## config.mk

```make
export PLATFORM = sky130hd
export DESIGN_NAME = adc_front_end_flat
export DESIGN_NICKNAME = d
export VERILOG_FILES = /design/src/adc_link_pkg.sv /design/src/adc_link_if.sv /design/src/adc_front_end.sv /design/src/flat_wrapper.sv
export SDC_FILE = /design/constraint.sdc
export NUM_CORES = 1
export LEC_CHECK = 0
export BUFFER_PORTS_ARGS = -buffer_cell sky130_fd_sc_hd__buf_4
export CORE_MARGIN = 2
export CORE_UTILIZATION = 60
export CTS_BUF_LIST = sky130_fd_sc_hd__clkbuf_4
export CTS_CLUSTER_DIAMETER = 80
export CTS_CLUSTER_SIZE = 14
export DETAILED_ROUTE_END_ITERATION = 8
export GPL_ROUTABILITY_DRIVEN = 1
export GPL_TIMING_DRIVEN = 1
export HOLD_SLACK_MARGIN = 0.12
export PLACE_DENSITY = 0.8
export REMOVE_ABC_BUFFERS = 1
export SLEW_MARGIN = 25
export SYNTH_ARGS = -nofsm -noshare
export SYNTH_HDL_FRONTEND = slang
export SYNTH_SLANG_ARGS = --single-unit
```

## constraint.sdc

```tcl
create_clock -name clk_i -period 3.4 [get_ports clk_i]
set_clock_uncertainty 0.05 [all_clocks]
set_input_delay 0.51 -clock clk_i [delete_from_list [all_inputs] [get_ports clk_i]]
set_output_delay 0.51 -clock clk_i [all_outputs]
set_load 0.1 [all_outputs]
```

## src/adc_link_pkg.sv

```systemverilog
// Shared constants for the isolated ADC front end and its metering partner
package adc_link_pkg;
    localparam int unsigned CLK_HZ            = 25_000_000;
    localparam int unsigned MASTER_HZ         = 4_096_000;
    localparam int unsigned SYNC_HZ           = 1_024_000;
    localparam int unsigned RESET_TOGGLES     = 4;
    localparam int unsigned SLOT_COUNT        = 8;
    localparam int unsigned FRAME_BITS        = 16;
    // Half periods rounded down, never below one cycle
    localparam int unsigned MCLK_HALF_CYC     = (CLK_HZ / MASTER_HZ / 2) < 1 ? 1 : CLK_HZ / MASTER_HZ / 2;
    localparam int unsigned SYNC_HALF_CYC     = (CLK_HZ / SYNC_HZ / 2) < 1 ? 1 : CLK_HZ / SYNC_HZ / 2;
    localparam logic        SEL_VOLTAGE       = 1'b1;
    localparam logic        STREAM_IDLE       = 1'b1;
endpackage

```

## src/adc_link_if.sv

```systemverilog
// Pin-level link between front end and metering partner
`timescale 1ns/1ps
interface adc_link_if;
    logic master_clock;
    logic sync_clock;
    logic channel_temp_select;
    logic reset_arm_b;
    logic data;

    modport front_end (
        input  master_clock,
        input  sync_clock,
        input  channel_temp_select,
        input  reset_arm_b,
        output data
    );
    modport partner (
        output master_clock,
        output sync_clock,
        output channel_temp_select,
        output reset_arm_b,
        input  data
    );
endinterface

```

## src/adc_front_end.sv

```systemverilog
// Isolated ADC front end: select, reset handshake, slots and stream out
`timescale 1ns/1ps
module adc_front_end #(
    parameter bit          TWO_CHANNEL = 1'b0,
    parameter int unsigned WORD_W      = 16
) (
    // Clock and reset
    input  wire logic              clk_i,
    input  wire logic              rst_b_i,
    input  wire logic              ce_i,
    // Link to partner
    adc_link_if.front_end          link,
    // Static straps
    input  wire logic              emission_slot_select_i,
    // Conversion results to send
    input  wire logic [WORD_W-1:0] word_i,
    input  wire logic              word_valid_i,
    output logic                   word_ready_o,
    // Status
    output logic                   in_reset_o,
    output logic                   converts_voltage_o,
    output logic                   pulse_o,
    output logic [2:0]             slot_o
);
    typedef enum logic [1:0] {RUN, ARMED, HELD} rst_state_e;

    // Three-stage synchronisers; only stages two and three are compared
    logic [2:0] sel_sq, arm_sq, mck_sq, syn_sq;
    logic       sel_f_q, arm_f_q, mck_f_q, syn_f_q;
    logic       sel_f_d, arm_f_d, mck_f_d, syn_f_d;
    always_comb begin
        sel_f_d = (sel_sq[1] == sel_sq[2]) ? sel_sq[2] : sel_f_q;
        arm_f_d = (arm_sq[1] == arm_sq[2]) ? arm_sq[2] : arm_f_q;
        mck_f_d = (mck_sq[1] == mck_sq[2]) ? mck_sq[2] : mck_f_q;
        syn_f_d = (syn_sq[1] == syn_sq[2]) ? syn_sq[2] : syn_f_q;
    end
    always_ff @(posedge clk_i) begin
        if (!rst_b_i) begin
            // Match each pin's idle level, so no false edge follows reset
            sel_sq  <= 3'b111;
            arm_sq  <= 3'b111;
            mck_sq  <= 3'b000;
            syn_sq  <= 3'b000;
            sel_f_q <= 1'b1;
            arm_f_q <= 1'b1;
            mck_f_q <= 1'b0;
            syn_f_q <= 1'b0;
        end else if (ce_i) begin
            sel_sq <= {sel_sq[1:0], link.channel_temp_select};
            arm_sq <= {arm_sq[1:0], link.reset_arm_b};
            mck_sq <= {mck_sq[1:0], link.master_clock};
            syn_sq <= {syn_sq[1:0], link.sync_clock};
            sel_f_q <= sel_f_d;
            arm_f_q <= arm_f_d;
            mck_f_q <= mck_f_d;
            syn_f_q <= syn_f_d;
        end
    end

    wire sel_edge = sel_f_d != sel_f_q;
    wire mck_rise = mck_f_d & ~mck_f_q;
    wire syn_fall = ~syn_f_d & syn_f_q;

    // Reset handshake
    rst_state_e st_q, st_d;
    logic [2:0] tog_q, tog_d;
    always_comb begin
        st_d  = st_q;
        tog_d = tog_q;
        case (st_q)
            RUN: begin
                if (!arm_f_q) begin
                    st_d  = ARMED;
                    tog_d = '0;
                end
            end
            ARMED: begin
                if (arm_f_q) begin
                    st_d  = RUN;
                    tog_d = '0;
                end else if (sel_edge) begin
                    tog_d = tog_q + 3'd1;
                    if (tog_d == 3'(adc_link_pkg::RESET_TOGGLES))
                        st_d = HELD;
                end
            end
            HELD: begin
                tog_d = '0;
                if (arm_f_q && sel_f_q)
                    st_d = RUN;
            end
            default: st_d = RUN;
        endcase
    end
    always_ff @(posedge clk_i) begin
        if (!rst_b_i) begin
            st_q  <= RUN;
            tog_q <= '0;
        end else if (ce_i) begin
            st_q  <= st_d;
            tog_q <= tog_d;
        end
    end
    assign in_reset_o = st_q == HELD;

    // Channel selection
    logic conv_v_q, conv_v_d;
    always_comb begin
        conv_v_d = TWO_CHANNEL ? 1'b0
                              : (sel_f_q == adc_link_pkg::SEL_VOLTAGE);
    end
    always_ff @(posedge clk_i) begin
        if (!rst_b_i)       conv_v_q <= 1'b0;
        else if (ce_i)      conv_v_q <= conv_v_d;
    end
    assign converts_voltage_o = conv_v_q;

    // Converter slots advance on master clock rises
    logic [2:0] slot_q, slot_d;
    logic       pulse_q, pulse_d;
    always_comb begin
        slot_d = slot_q;
        if (in_reset_o) begin
            slot_d = '0;
        end else if (mck_rise) begin
            slot_d = slot_q + 3'd1;
        end
        // Pulse follows the slot it belongs to, slot 0 included
        pulse_d = !in_reset_o && (slot_d[0] == emission_slot_select_i);
    end
    always_ff @(posedge clk_i) begin
        if (!rst_b_i) begin
            slot_q  <= '0;
            pulse_q <= 1'b0;
        end else if (ce_i) begin
            slot_q  <= slot_d;
            pulse_q <= pulse_d;
        end
    end
    assign pulse_o = pulse_q;
    assign slot_o  = slot_q;

    // Two-entry buffer ahead of the serialiser
    logic [WORD_W-1:0] buf_q [2];
    logic [WORD_W-1:0] buf_d [2];
    logic [1:0]        cnt_q, cnt_d;
    logic [WORD_W-1:0] sh_q, sh_d;
    logic [$clog2(WORD_W+1)-1:0] bits_q, bits_d;
    logic              dout_q, dout_d;
    wire push = word_valid_i && word_ready_o;
    wire load = syn_fall && bits_q == '0 && cnt_q != 2'd0 && !in_reset_o;
    assign word_ready_o = cnt_q != 2'd2 && !in_reset_o;
    always_comb begin
        buf_d  = buf_q;
        cnt_d  = cnt_q;
        sh_d   = sh_q;
        bits_d = bits_q;
        dout_d = dout_q;
        if (in_reset_o) begin
            cnt_d  = '0;
            bits_d = '0;
            dout_d = adc_link_pkg::STREAM_IDLE;
        end else if (syn_fall) begin
            // Bits change on sync falling edge, partner samples on rise
            if (load) begin
                {dout_d, sh_d} = {buf_q[0], 1'b0};
                bits_d = ($clog2(WORD_W+1))'(WORD_W - 1);
                buf_d[0] = buf_q[1];
                cnt_d = cnt_q - 2'd1;
            end else if (bits_q != '0) begin
                {dout_d, sh_d} = {sh_q, 1'b0};
                bits_d = bits_q - 1'b1;
            end else begin
                dout_d = adc_link_pkg::STREAM_IDLE;
            end
        end
        if (push) begin
            buf_d[cnt_d[0] ? 1 : 0] = word_i;
            cnt_d = cnt_d + 2'd1;
        end
    end
    always_ff @(posedge clk_i) begin
        if (!rst_b_i) begin
            buf_q[0] <= '0;
            buf_q[1] <= '0;
            cnt_q    <= '0;
            sh_q     <= '0;
            bits_q   <= '0;
            dout_q   <= adc_link_pkg::STREAM_IDLE;
        end else if (ce_i) begin
            buf_q  <= buf_d;
            cnt_q  <= cnt_d;
            sh_q   <= sh_d;
            bits_q <= bits_d;
            dout_q <= dout_d;
        end
    end
    assign link.data = dout_q;
endmodule

```

## src/flat_wrapper.sv

```systemverilog
// flat-port wrapper written by rule: the top's interface ports become plain ports
module adc_front_end_flat 
#(
    parameter bit          TWO_CHANNEL = 1'b0,
    parameter int unsigned WORD_W      = 16
)
  (clk_i, rst_b_i, ce_i, emission_slot_select_i, word_i, word_valid_i, word_ready_o, in_reset_o, converts_voltage_o, pulse_o, slot_o, link_master_clock, link_sync_clock, link_channel_temp_select, link_reset_arm_b, link_data);
  adc_link_if link_i ();
  input  wire logic clk_i;
  input  wire logic rst_b_i;
  input  wire logic ce_i;
  input  wire logic emission_slot_select_i;
  input  wire logic [WORD_W-1:0] word_i;
  input  wire logic word_valid_i;
  output logic word_ready_o;
  output logic in_reset_o;
  output logic converts_voltage_o;
  output logic pulse_o;
  output logic [2:0] slot_o;
  input wire logic [$bits(link_i.master_clock)-1:0] link_master_clock;
  input wire logic [$bits(link_i.sync_clock)-1:0] link_sync_clock;
  input wire logic [$bits(link_i.channel_temp_select)-1:0] link_channel_temp_select;
  input wire logic [$bits(link_i.reset_arm_b)-1:0] link_reset_arm_b;
  output wire logic [$bits(link_i.data)-1:0] link_data;
  assign link_i.master_clock = link_master_clock;
  assign link_i.sync_clock = link_sync_clock;
  assign link_i.channel_temp_select = link_channel_temp_select;
  assign link_i.reset_arm_b = link_reset_arm_b;
  assign link_data = link_i.data;
  adc_front_end #(.TWO_CHANNEL(TWO_CHANNEL), .WORD_W(WORD_W)) u_core (.clk_i(clk_i), .rst_b_i(rst_b_i), .ce_i(ce_i), .link(link_i), .emission_slot_select_i(emission_slot_select_i), .word_i(word_i), .word_valid_i(word_valid_i), .word_ready_o(word_ready_o), .in_reset_o(in_reset_o), .converts_voltage_o(converts_voltage_o), .pulse_o(pulse_o), .slot_o(slot_o));
endmodule
```

==> key figures, run 1 <==
Synth
  • Count leader, synth: dfxtp_1
  • Post-synth EDFFs: 0
  • Synth area leaders: dfxtp_1, mux2i_1, nand2_1
  • Asr flop ratio synth: 0%
  • Ys Warns: 0
  • Mapped cell area: 0.00383 mm^2
  • Top-area cell type share of the netlist area: 42.4%
  • Flops & latches, synth: 81
  • Synth area leader: dfxtp_1
  • Post-synthesis sequential area ratio: between 40% and 50%
  • Syn Area/Cell: between 8 and 9 um^2
  • Cells after Synth: around 430
  • Commonest cells post-synth: dfxtp_1, nand2_1, nor2_1
  • Top_reg_cell synth: dfxtp_1
  • Cell variety after synth: 62

STA
  • Tightest Pin Transition: 1.03 ns
  • Worst Setup Slack, final: 0.728 ns
  • Setup tns final: 0 ns
  • Max_slew headroom: 30.8%
  • RSZ-0062 raised after global routing: false
  • Final hold violations: 0
  • Final Setup Violations: 0
  • Maximum clock frequency: 0.374 GHz
  • Minimum clock period: around 2.7 ns
  • Max-slew violations: 0
  • Tcrit/Tclk final: ~79%

Clock network
  • H-tree levels: 3
  • Clock sinks: about 80
  • TritonCTS clock tree: yes
  • CTS Buf Count: 9
  • CTS hold repair buffers: 0
  • CTS max path bufs: 2
  • Reg clk slew, reported paths: between 0.1 and 0.15 ns
  • Clock root buffer: clkbuf_4
  • Setup Buffers After CTS: 0
  • Clock latency on the worst-skew pair: roughly 0.45 ns
  • Quantity of gates resized following cts: 0

Critical path
  • FF-to-FF Start: u_core.cnt_q[0]
  • Crit Reg-Reg Endpoint: u_core.buf_q[18]
  • Reg2Reg Depth: 8
  • First element of the critical path: u_core.cnt_q[0]
  • CP required: between 3 and 4 ns
  • R2r setup slk: a little over 0.7 ns
  • CP max FO: 8
  • CP endpoint kind: flop
  • Worst Setup Start Kind: flop
  • CP Class: reg -> reg
  • WP data arrival: between 2 and 3 ns
  • CP endpoint: u_core.buf_q[18]

Detailed routing
  • Vias per cell: around 5.9
  • Initial DRC count: 214
  • Residual DRC: 0
  • Avg WL per Cell: 15.7 um
  • Final antenna-violating net count: 0
  • Pre-Repair DR Iteration Count: 4
  • Total Wirelength: approximately 8500 um
  • Via count: 3177

Layout
  • Fin nets: 489
  • Share of cells above drive strength 1: approximately 16%
  • Fill count: roughly 530
  • # diodes: 0
  • Area Growth Syn to Fin: 11.1%

Floorplan
  • Cell Rows: 29
  • Die area: about 0.0070 mm^2
  • Die Y: between 80 and 90 um
  • Starting density of the core: between 60% and 70%
  • Core ar.: about 0.0063 mm^2
  • I/O pin cnt: 33
  • Die X: about 84 um

Pwr
  • Worst vdd ir: around 330 uV
  • Leak: 0.00166 uW
  • Switch share: 26.2%
  • Clk pwr share: a little over a third
  • Switching power: 490 uW
  • Internal power: around 1400 uW
  • Sequential share of power: about 55%
  • Power Density: 439 mW/mm^2
  • Gate power share: between 10% and 20%

Global route
  • Gr usage total: about a quarter
  • Largest net degree at the start of global routing: 46
  • Global route overflow: 0
  • Vias in the first global route: around 3000
  • Initial antenna violation count: 0
  • First-pass GRT wire length: between 10000 and 15000 um

Placement
  • I/O Buffers: 32
  • Pre-CTS setup slack: between 0.7 and 0.8 ns
  • GPL Wtd Cong: 0.856
  • Post-detail-place hpwl: 5520 um

Run status
  • Status: finished clean

Run
  • Max Cap Viol: 0

Min path
  • HP Class: in -> reg
[kinds of logic (layout without fill, tap and decap cells)]
| logic type | count (synthesis) | after routing | share of synthesized area [%] |
|---|---|---|---|
| AND/OR/NAND/NOR | 155 | 155 | 20.0 |
| AO/OA/AOI/OAI | 118 | 118 | 21.7 |
| flip-flops | 81 | 81 | 42.4 |
| buffers and inverters | 36 | 66 | 4.61 |
| multiplexers | 31 | 31 | 8.10 |
| adder cells (fa/ha/maj) | 7 | 7 | 2.29 |
| XOR/XNOR | 4 | 4 | 0.915 |
[worst max-delay path: stages, from the launching register on]
cell,delay [ns]
dfxtp_1,0.46
inv_1,0.20
ha_1,0.29
or4b_4,0.55
nor2_4,0.17
o211ai_1,0.33
buf_4,0.30
o22ai_1,0.14
o21ai_0,0.09
[per-stage QoR]
step	instances	power, uW	utilization, %	cell area, um^2	hold WS, ns
floorplan	405	1150	-	3690	0.390
global placement	523	1220	65.2	4090	0.400
detailed placement	523	1230	65.2	4090	0.406
CTS	539	1880	67.8	4260	0.220
global route	539	1930	67.8	4260	0.228
finish	539	1870	67.8	4260	0.234
[power groups by stage]
stage	logic, uW	registers [uW]	clock network [uW]
6_report	194	1020	657
5_1_grt	210	1020	700
4_1_cts	194	1020	665
3_5_place_dp	193	1040	0
3_3_place_gp	187	1040	0
2_1_floorplan	111	1040	0
[cells in the final DEF, fill, tap and decap left out, types with 6 or more instances in the layout]
| cell type | Yosys | routed |
|---|---|---|
| dfxtp_1 | 81 | 81 |
| nand2_1 | 65 | 65 |
| nor2_1 | 47 | 47 |
| buf_4 | 2 | 41 |
| mux2i_1 | 31 | 31 |
| a21oi_1 | 18 | 18 |
| a21boi_0 | 17 | 17 |
| o21ai_0 | 16 | 16 |
| o22ai_1 | 15 | 15 |
| a311oi_1 | 14 | 14 |
| o21ai_1 | 10 | 10 |
| clkbuf_4 | 0 | 10 |
| nand3_1 | 8 | 8 |
| inv_1 | 7 | 7 |
| ha_1 | 7 | 7 |
| nand2b_1 | 6 | 6 |
| nor2b_1 | 6 | 6 |
[per-layer routing]
layer	wire length [um]	global-route usage [%]
met4	136	8.65
met1	4000	33.1
met5	0	0
met2	3920	39.6
met3	400	5.44
[worst min path at each step]
stage                                         from               end  slack [ns]  cells after the start
after global placement            u_core.buf_q[26]  u_core.buf_q[26]        0.40                      2
final                     link_channel_temp_select  u_core.sel_sq[0]        0.23                      3
after global routing      link_channel_temp_select  u_core.sel_sq[0]        0.23                      3
after floorplan                   u_core.buf_q[20]  u_core.buf_q[20]        0.39                      2
after CTS                 link_channel_temp_select  u_core.sel_sq[0]        0.22                      3
after detailed placement          u_core.buf_q[29]  u_core.buf_q[29]        0.41                      2
[cell type report]
type / instances / area (um^2) / share of cell area [%]
repair buffers: 41 / 308 / 7.23
clock inverters: 6 / 90.1 / 2.12
multi-input cells: 315 / 2030 / 47.7
well taps: 77 / 96.3 / 2.26
inverters: 9 / 33.8 / 0.794
flip-flops and latches: 81 / 1620 / 38.1
clock buffers: 10 / 75.1 / 1.76
(Power assumes the default switching activity.)
==> run 2, diff against run 1 <==
--- a/config.mk
+++ b/config.mk
@@ -7,7 +7,7 @@
 export LEC_CHECK = 0
 export BUFFER_PORTS_ARGS = -buffer_cell sky130_fd_sc_hd__buf_4
 export CORE_MARGIN = 2
-export CORE_UTILIZATION = 60
+export CORE_UTILIZATION = 56
 export CTS_BUF_LIST = sky130_fd_sc_hd__clkbuf_4
 export CTS_CLUSTER_DIAMETER = 80
 export CTS_CLUSTER_SIZE = 14
@@ -15,7 +15,7 @@
 export GPL_ROUTABILITY_DRIVEN = 1
 export GPL_TIMING_DRIVEN = 1
 export HOLD_SLACK_MARGIN = 0.12
-export PLACE_DENSITY = 0.8
+export PLACE_DENSITY = 0.79
 export REMOVE_ABC_BUFFERS = 1
 export SLEW_MARGIN = 25
 export SYNTH_ARGS = -nofsm -noshare
==> constraint.sdc (replaced) <==
create_clock -name clk_i -period 2.2 [get_ports clk_i]
set_clock_uncertainty 0.05 [all_clocks]
set_input_delay 0.33 -clock clk_i [delete_from_list [all_inputs] [get_ports clk_i]]
set_output_delay 0.33 -clock clk_i [all_outputs]
set_load 0.1 [all_outputs]
==> run 2 against run 1 <==
Compared with the run above:
- the flow now finishes with violations (negative setup slack)
- cell area up 21%
- non-clock buffer count increased by 68
- sequential power grew 55%
- via count increased by 19%
- core utilization up 8.8 points
- maximum frequency increased by 12%
- sequential share of layout area down 6.4 points
- critical path type unchanged
==> key figures, run 2 (synthesized netlist as in run 1, its figures left out) <==
Pwr
  • Leak: 0.00206 uW (+24%)
  • Worst vdd ir: 403 uV (+21%)
  • Switching power: 827 uW (+69%)
  • Gate power share: 16.1% (+5.7 points)
  • Clk pwr share: 29.4% (-5.7 points)
  • Internal power: 2070 uW (+50%)
  • Power Density: 564 mW/mm^2 (+28%)
  • Switch share: 28.5% (+2.3 points)
  • Sequential share of power: 54.5% (about the same)

Clock network
  • CTS Buf Count: 9 (unchanged)
  • Reg clk slew, reported paths: 0.15 ns (about the same)
  • H-tree levels: 3 (unchanged)
  • Clock root buffer: clkbuf_4
  • TritonCTS clock tree: yes
  • Clock sinks: 81 (unchanged)
  • CTS max path bufs: 2 (unchanged)
  • Clock latency on the worst-skew pair: 0.45 ns (about the same)

Detailed routing
  • Initial DRC count: 372 (+74%)
  • Final antenna-violating net count: 0 (unchanged)
  • Via count: 3770 (+19%)
  • Total Wirelength: 11400 um (+35%)
  • Vias per cell: 6.20 (+5.2%)
  • Pre-Repair DR Iteration Count: 5 (+1)
  • Avg WL per Cell: 18.8 um (+20%)
  • Residual DRC: 0 (unchanged)

Critical path
  • First element of the critical path: u_core.cnt_q[1]
  • CP max FO: 8 (unchanged)
  • WP data arrival: 2.67 ns (-0.30 ns)
  • CP Class: reg -> reg
  • CP required: 2.48 ns (-1.22 ns)
  • FF-to-FF Start: u_core.cnt_q[1]
  • CP endpoint kind: flop
  • Worst Setup Start Kind: flop
  • Reg2Reg Depth: 10 (+2)

Layout
  • Fin nets: 557 (+14%)
  • Share of cells above drive strength 1: 30.9% (+15 points)
  • Most frequent cells in the layout: dfxtp_1, buf_4, nand2_1
  • Area of the multi-input gates: 0.00226 mm^2 (+11%)
  • Area Growth Syn to Fin: 34.4%
  • Reg area: 0.00163 mm^2 (+0.62%)
  • # diodes: 0 (unchanged)
  • Finished Cell Area: 0.00515 mm^2 (+21%)
  • Fill count: 440 (-17%)
  • Most common cell after layout, fill and taps aside: dfxtp_1

STA
  • Setup tns final: -3.10 ns (-3.10 ns)
  • Final hold violations: 0 (unchanged)
  • Tcrit/Tclk final: 109% (+30 points)
  • Max-slew violations: 0 (unchanged)
  • Tightest Pin Transition: 0.464 ns (-0.570 ns)
  • Worst Setup Slack, final: -0.191 ns (-0.919 ns)
  • Maximum clock frequency: 0.418 GHz (+12%)
  • Minimum clock period: 2.39 ns (-0.281 ns)
  • Final Setup Violations: 26 (+26)
  • RSZ-0062 raised after global routing: true
  • Max_slew headroom: 69.0% (+38 points)

Min path
  • Hold Path Depth: 3 (unchanged)
  • Hold_sp: word_i[12]
  • HP Class: in -> reg

Run
  • Max Cap Viol: 0 (unchanged)

Run status
  • Failing checks: negative setup slack
  • Status: complete, but fails checks

Global route
  • Largest net degree at the start of global routing: 32 (-30%)
  • First-pass GRT wire length: 16500 um (+18%)
  • Vias in the first global route: 3523 (+16%)
  • Initial antenna violation count: 0 (unchanged)
  • Gr usage total: 27.9% (+3.2 points)
  • Global route overflow: 0 (unchanged)

Floorplan
  • Cell Rows: 30 (+3.4%)
  • Die X: 86.7 um (+3.3%)
  • Die Y: 86.7 um (+3.3%)
  • Starting density of the core: 57.0% (-4.0 points)
  • Die area: 0.00751 mm^2 (+6.8%)
  • Core ar.: 0.00672 mm^2 (+7.0%)
  • I/O pin cnt: 33 (unchanged)

Placement
  • Post-detail-place hpwl: 6020 um (+9.2%)
  • I/O Buffers: 32 (unchanged)
  • Placed cell areas: 0.00435 mm^2 (+6.4%)
  • GPL Wtd Cong: 0.868 (+1.3%)
run 2: area by class of cell:
class | count | area share (%)
sequential | 81 | 31.7
clock buffer | 9 | 1.31
clock inverter | 5 | 0.948
timing repair buffer | 109 | 19.4
tap | 80 | 1.94
multi-input combinational | 315 | 44.0
inverter | 9 | 0.705
run 2: final timing paths:
kind              slack (ns)                to
setup reg to reg       -0.19  u_core.buf_q[23]
hold / removal          0.13              flop
hold reg to reg         0.43  u_core.buf_q[19]
setup / recovery       -0.19  u_core.buf_q[23]
run 2: what timing repair did:
action / 4_1_cts / 5_1_grt
gates cloned: 1 / 2
endpoints found under the setup margin: 46 / 52
setup buffers: 7 / 11
resized for setup: 31 / 49
hold buffers: 19 / 0
hold endpoints to repair: 20 / 0
pin swaps: 9 / 11
run 2: power by group through the flow:
stage | clock network [uW] | logic, uW | registers [uW]
after global placement | 0 | 325 | 1600
final | 854 | 466 | 1580
after CTS | 827 | 398 | 1570
after detailed placement | 0 | 338 | 1600
after global routing | 918 | 496 | 1590
after floorplan | 0 | 172 | 1610
run 2: critical path, cell delays in order (launching register included):
cell	delay (ns)
dfxtp_2	0.37
inv_2	0.05
ha_4	0.16
or4b_4	0.52
buf_6	0.15
o21ai_4	0.16
buf_6	0.14
nand4_4	0.19
buf_8	0.23
o22ai_2	0.14
o21ai_1	0.11
run 2: layer usage:
metal	vias up	global-route usage, %	part of all wire [%]
met5	-	0	0
met4	0	13.6	3.9
met3	52	4.76	6.1
met2	188	43.4	48
met1	1796	37.8	42
li1	1734	-	-
run 2: metrics by stage:
stage | instances | setup WS [ns] | hold WS, ns | power (uW) | util, %
3_5_place_dp | 556 | -0.192 | 0.411 | 1940 | 64.8
5_1_grt | 608 | -0.217 | 0.152 | 3000 | 76.6
3_3_place_gp | 555 | -0.286 | 0.403 | 1920 | 64.5
6_report | 608 | -0.191 | 0.125 | 2900 | 76.6
4_1_cts | 596 | -0.0302 | 0.120 | 2800 | 72.1
2_1_floorplan | 405 | -0.662 | 0.342 | 1780 | -
==> run 3, diff against run 2 <==
--- a/config.mk
+++ b/config.mk
@@ -21,3 +21,4 @@
 export SYNTH_ARGS = -nofsm -noshare
 export SYNTH_HDL_FRONTEND = slang
 export SYNTH_SLANG_ARGS = --single-unit
+export TNS_END_PERCENT = 50
==> run 3 against run 2 <==
Compared with the run above:
- the run still ends with negative setup slack left
- sequential cell count stayed put
- sequential share of layout area rose by 1.5 points
- largest cell class unchanged
- via count decreased by 5.7%
- first-iteration DRC count fell by 39%
==> key figures, run 3 (synthesized netlist as in run 1, its figures left out) <==
Clock network
  • H-tree levels: 3 (unchanged)
  • CTS max path bufs: 2 (unchanged)
  • TritonCTS clock tree: yes
  • Clock latency on the worst-skew pair: 0.43 ns (-0.02 ns)
  • Clock root buffer: clkbuf_4
  • Clock sinks: 81 (unchanged)
  • CTS Buf Count: 9 (unchanged)
  • Reg clk slew, reported paths: 0.13 ns (-0.02 ns)

STA
  • Tightest Pin Transition: 0.462 ns (-0.00172 ns)
  • Worst Setup Slack, final: -0.0862 ns (+0.105 ns)
  • Max-slew violations: 0 (unchanged)
  • Max_slew headroom: 69.1% (+0.11 points)
  • Minimum clock period: 2.29 ns (-0.105 ns)
  • Tcrit/Tclk final: 104% (-4.8 points)
  • Hold_ws: 0.170 ns (+0.0446 ns)
  • RSZ-0062 raised after global routing: true
  • Maximum clock frequency: 0.437 GHz (+4.6%)
  • Final Setup Violations: 37 (+42%)
  • Setup tns final: -1.62 ns (+1.48 ns)
  • Final hold violations: 0 (unchanged)

Detailed routing
  • Pre-Repair DR Iteration Count: 4 (-1)
  • Vias per cell: 5.93 (-4.4%)
  • Via count: 3555 (-5.7%)
  • Initial DRC count: 226 (-39%)
  • Final antenna-violating net count: 0 (unchanged)
  • Total Wirelength: 9980 um (-13%)
  • Avg WL per Cell: 16.6 um (-11%)
  • Residual DRC: 0 (unchanged)

Layout
  • # diodes: 0 (unchanged)
  • Non-Filler Instances: 600 (-1.3%)
  • Fin nets: 549 (-1.4%)
  • Share of cells above drive strength 1: 24.2% (-6.6 points)
  • Most common cell after layout, fill and taps aside: dfxtp_1
  • Most frequent cells in the layout: dfxtp_1, buf_4, nand2_1
  • Final core occ: 72.9% (-3.7 points)
  • Area Growth Syn to Fin: 27.9%

Placement
  • Post-detail-place hpwl: 6020 um (unchanged)
  • I/O Buffers: 32 (unchanged)
  • GPL Wtd Cong: 0.868 (unchanged)
  • Dpl cells: 556 (unchanged)
  • Pre-CTS setup slack: -0.192 ns (unchanged)

Global route
  • M3 GR Usage: 5.33% (+0.57 points)
  • Largest net degree at the start of global routing: 32 (unchanged)
  • Vias in the first global route: 3485 (-1.1%)
  • Initial antenna violation count: 0 (unchanged)
  • Met2 Use GR: 42.3% (-1.0 points)
  • Busiest grt layer: met2
  • M1 GR Usage: 35.5% (-2.3 points)
  • First-pass GRT wire length: 16000 um (-3.2%)
  • Gr usage total: 27.0% (-0.94 points)
  • Global route overflow: 0 (unchanged)

Critical path
  • CP max FO: 7 (-1)
  • R2r setup slk: -0.09 ns (+0.10 ns)
  • CP endpoint kind: flop
  • WP data arrival: 2.56 ns (-0.11 ns)
  • Critical-path cell list: inv_2, ha_4, buf_6, buf_6, nor4b_4, buf_4, nand3_4, a211oi_4, buf_6, mux2i_1, nor2_1
  • Reg2Reg Depth: 11 (+1)
  • CP required: 2.47 ns (about the same)
  • Worst Setup Start Kind: flop
  • CP Class: reg -> reg
  • Most used cell, CP: buf_6
  • Slowest CP cell: dfxtp_2
  • FF-to-FF Start: u_core.cnt_q[0]
  • First element of the critical path: u_core.cnt_q[0]
  • Worst path max stage delay: 0.36 ns (-0.16 ns)

Pwr
  • Worst vdd ir: 399 uV (-0.97%)
  • Leak: 0.00196 uW (-4.9%)
  • Power Density: 579 mW/mm^2 (+2.7%)

Run status
  • Failing checks: negative setup slack
  • Status: complete, but fails checks

Min path
  • HP Class: in -> reg

Floorplan
  • Die X: 86.7 um (unchanged)
  • Cell Rows: 30 (unchanged)
  • Starting density of the core: 57.0% (unchanged)
  • Core ar.: 0.00672 mm^2 (unchanged)
  • Die Y: 86.7 um (unchanged)
  • Die area: 0.00751 mm^2 (unchanged)
  • I/O pin cnt: 33 (unchanged)

Run
  • Max Cap Viol: 0 (unchanged)
-- run 3: power breakdown --
part	total (uW)	internal, uW	switching, uW
Sequential	1580	1530	49.2
Clock	830	324	506
Combinational	431	209	221
Total	2840	2060	777
-- run 3: cell type report --
| type | instances | area, um^2 |
|---|---|---|
| clock buffers | 9 | 67.6 |
| clock inverters | 5 | 48.8 |
| fillers | 495 | 1820 |
| inverters | 9 | 36.3 |
| multi-input cells | 315 | 2120 |
| flip-flops and latches | 81 | 1630 |
| well taps | 80 | 100 |
| repair buffers | 101 | 902 |
-- run 3: timing repair --
item,CTS,global route
hold buffers,20,0
cloned,1,0
pin swaps,6,21
setup buffers,6,4
endpoints found under the setup margin,46,52
gates resized for setup,23,27
endpoints found under the hold margin,21,0
-- run 3: per-layer routing --
metal | vias up | part of all wire, %
met5 | - | 0
met2 | 111 | 48
met4 | 0 | 2.9
met3 | 28 | 4.9
li1 | 1723 | -
met1 | 1693 | 44
-- run 3: through the flow --
step	cell area [um^2]	total power, uW
3_3_place_gp	4340	1920
2_1_floorplan	3690	1780
4_1_cts	4790	2790
6_report	4900	2840
3_5_place_dp	4350	1940
5_1_grt	4900	2950
-- run 3: how the worst min path moves through the flow --
stage / startpoint / end / slack, ns / depth (start not counted)
global route: rst_b_i / u_core.arm_sq[0] / 0.16 / 2
CTS: rst_b_i / u_core.sel_sq[1] / 0.16 / 2
floorplan: rst_b_i / u_core.arm_sq[0] / 0.34 / 1
detailed placement: u_core.buf_q[29] / u_core.buf_q[29] / 0.41 / 2
global placement: u_core.buf_q[29] / u_core.buf_q[29] / 0.40 / 2
finish: rst_b_i / u_core.arm_sq[0] / 0.17 / 2
-- run 3: worst max-delay path, delay by kind of cell (launching register included) --
family                     cells  cell delay, ns
adders and majority gates      1            0.17
and+or+nand+nor                3            0.40
muxes                          1            0.21
AOI/OAI and AO/OA              1            0.32
DFF                            1            0.36
buffers and inverters          5            0.66
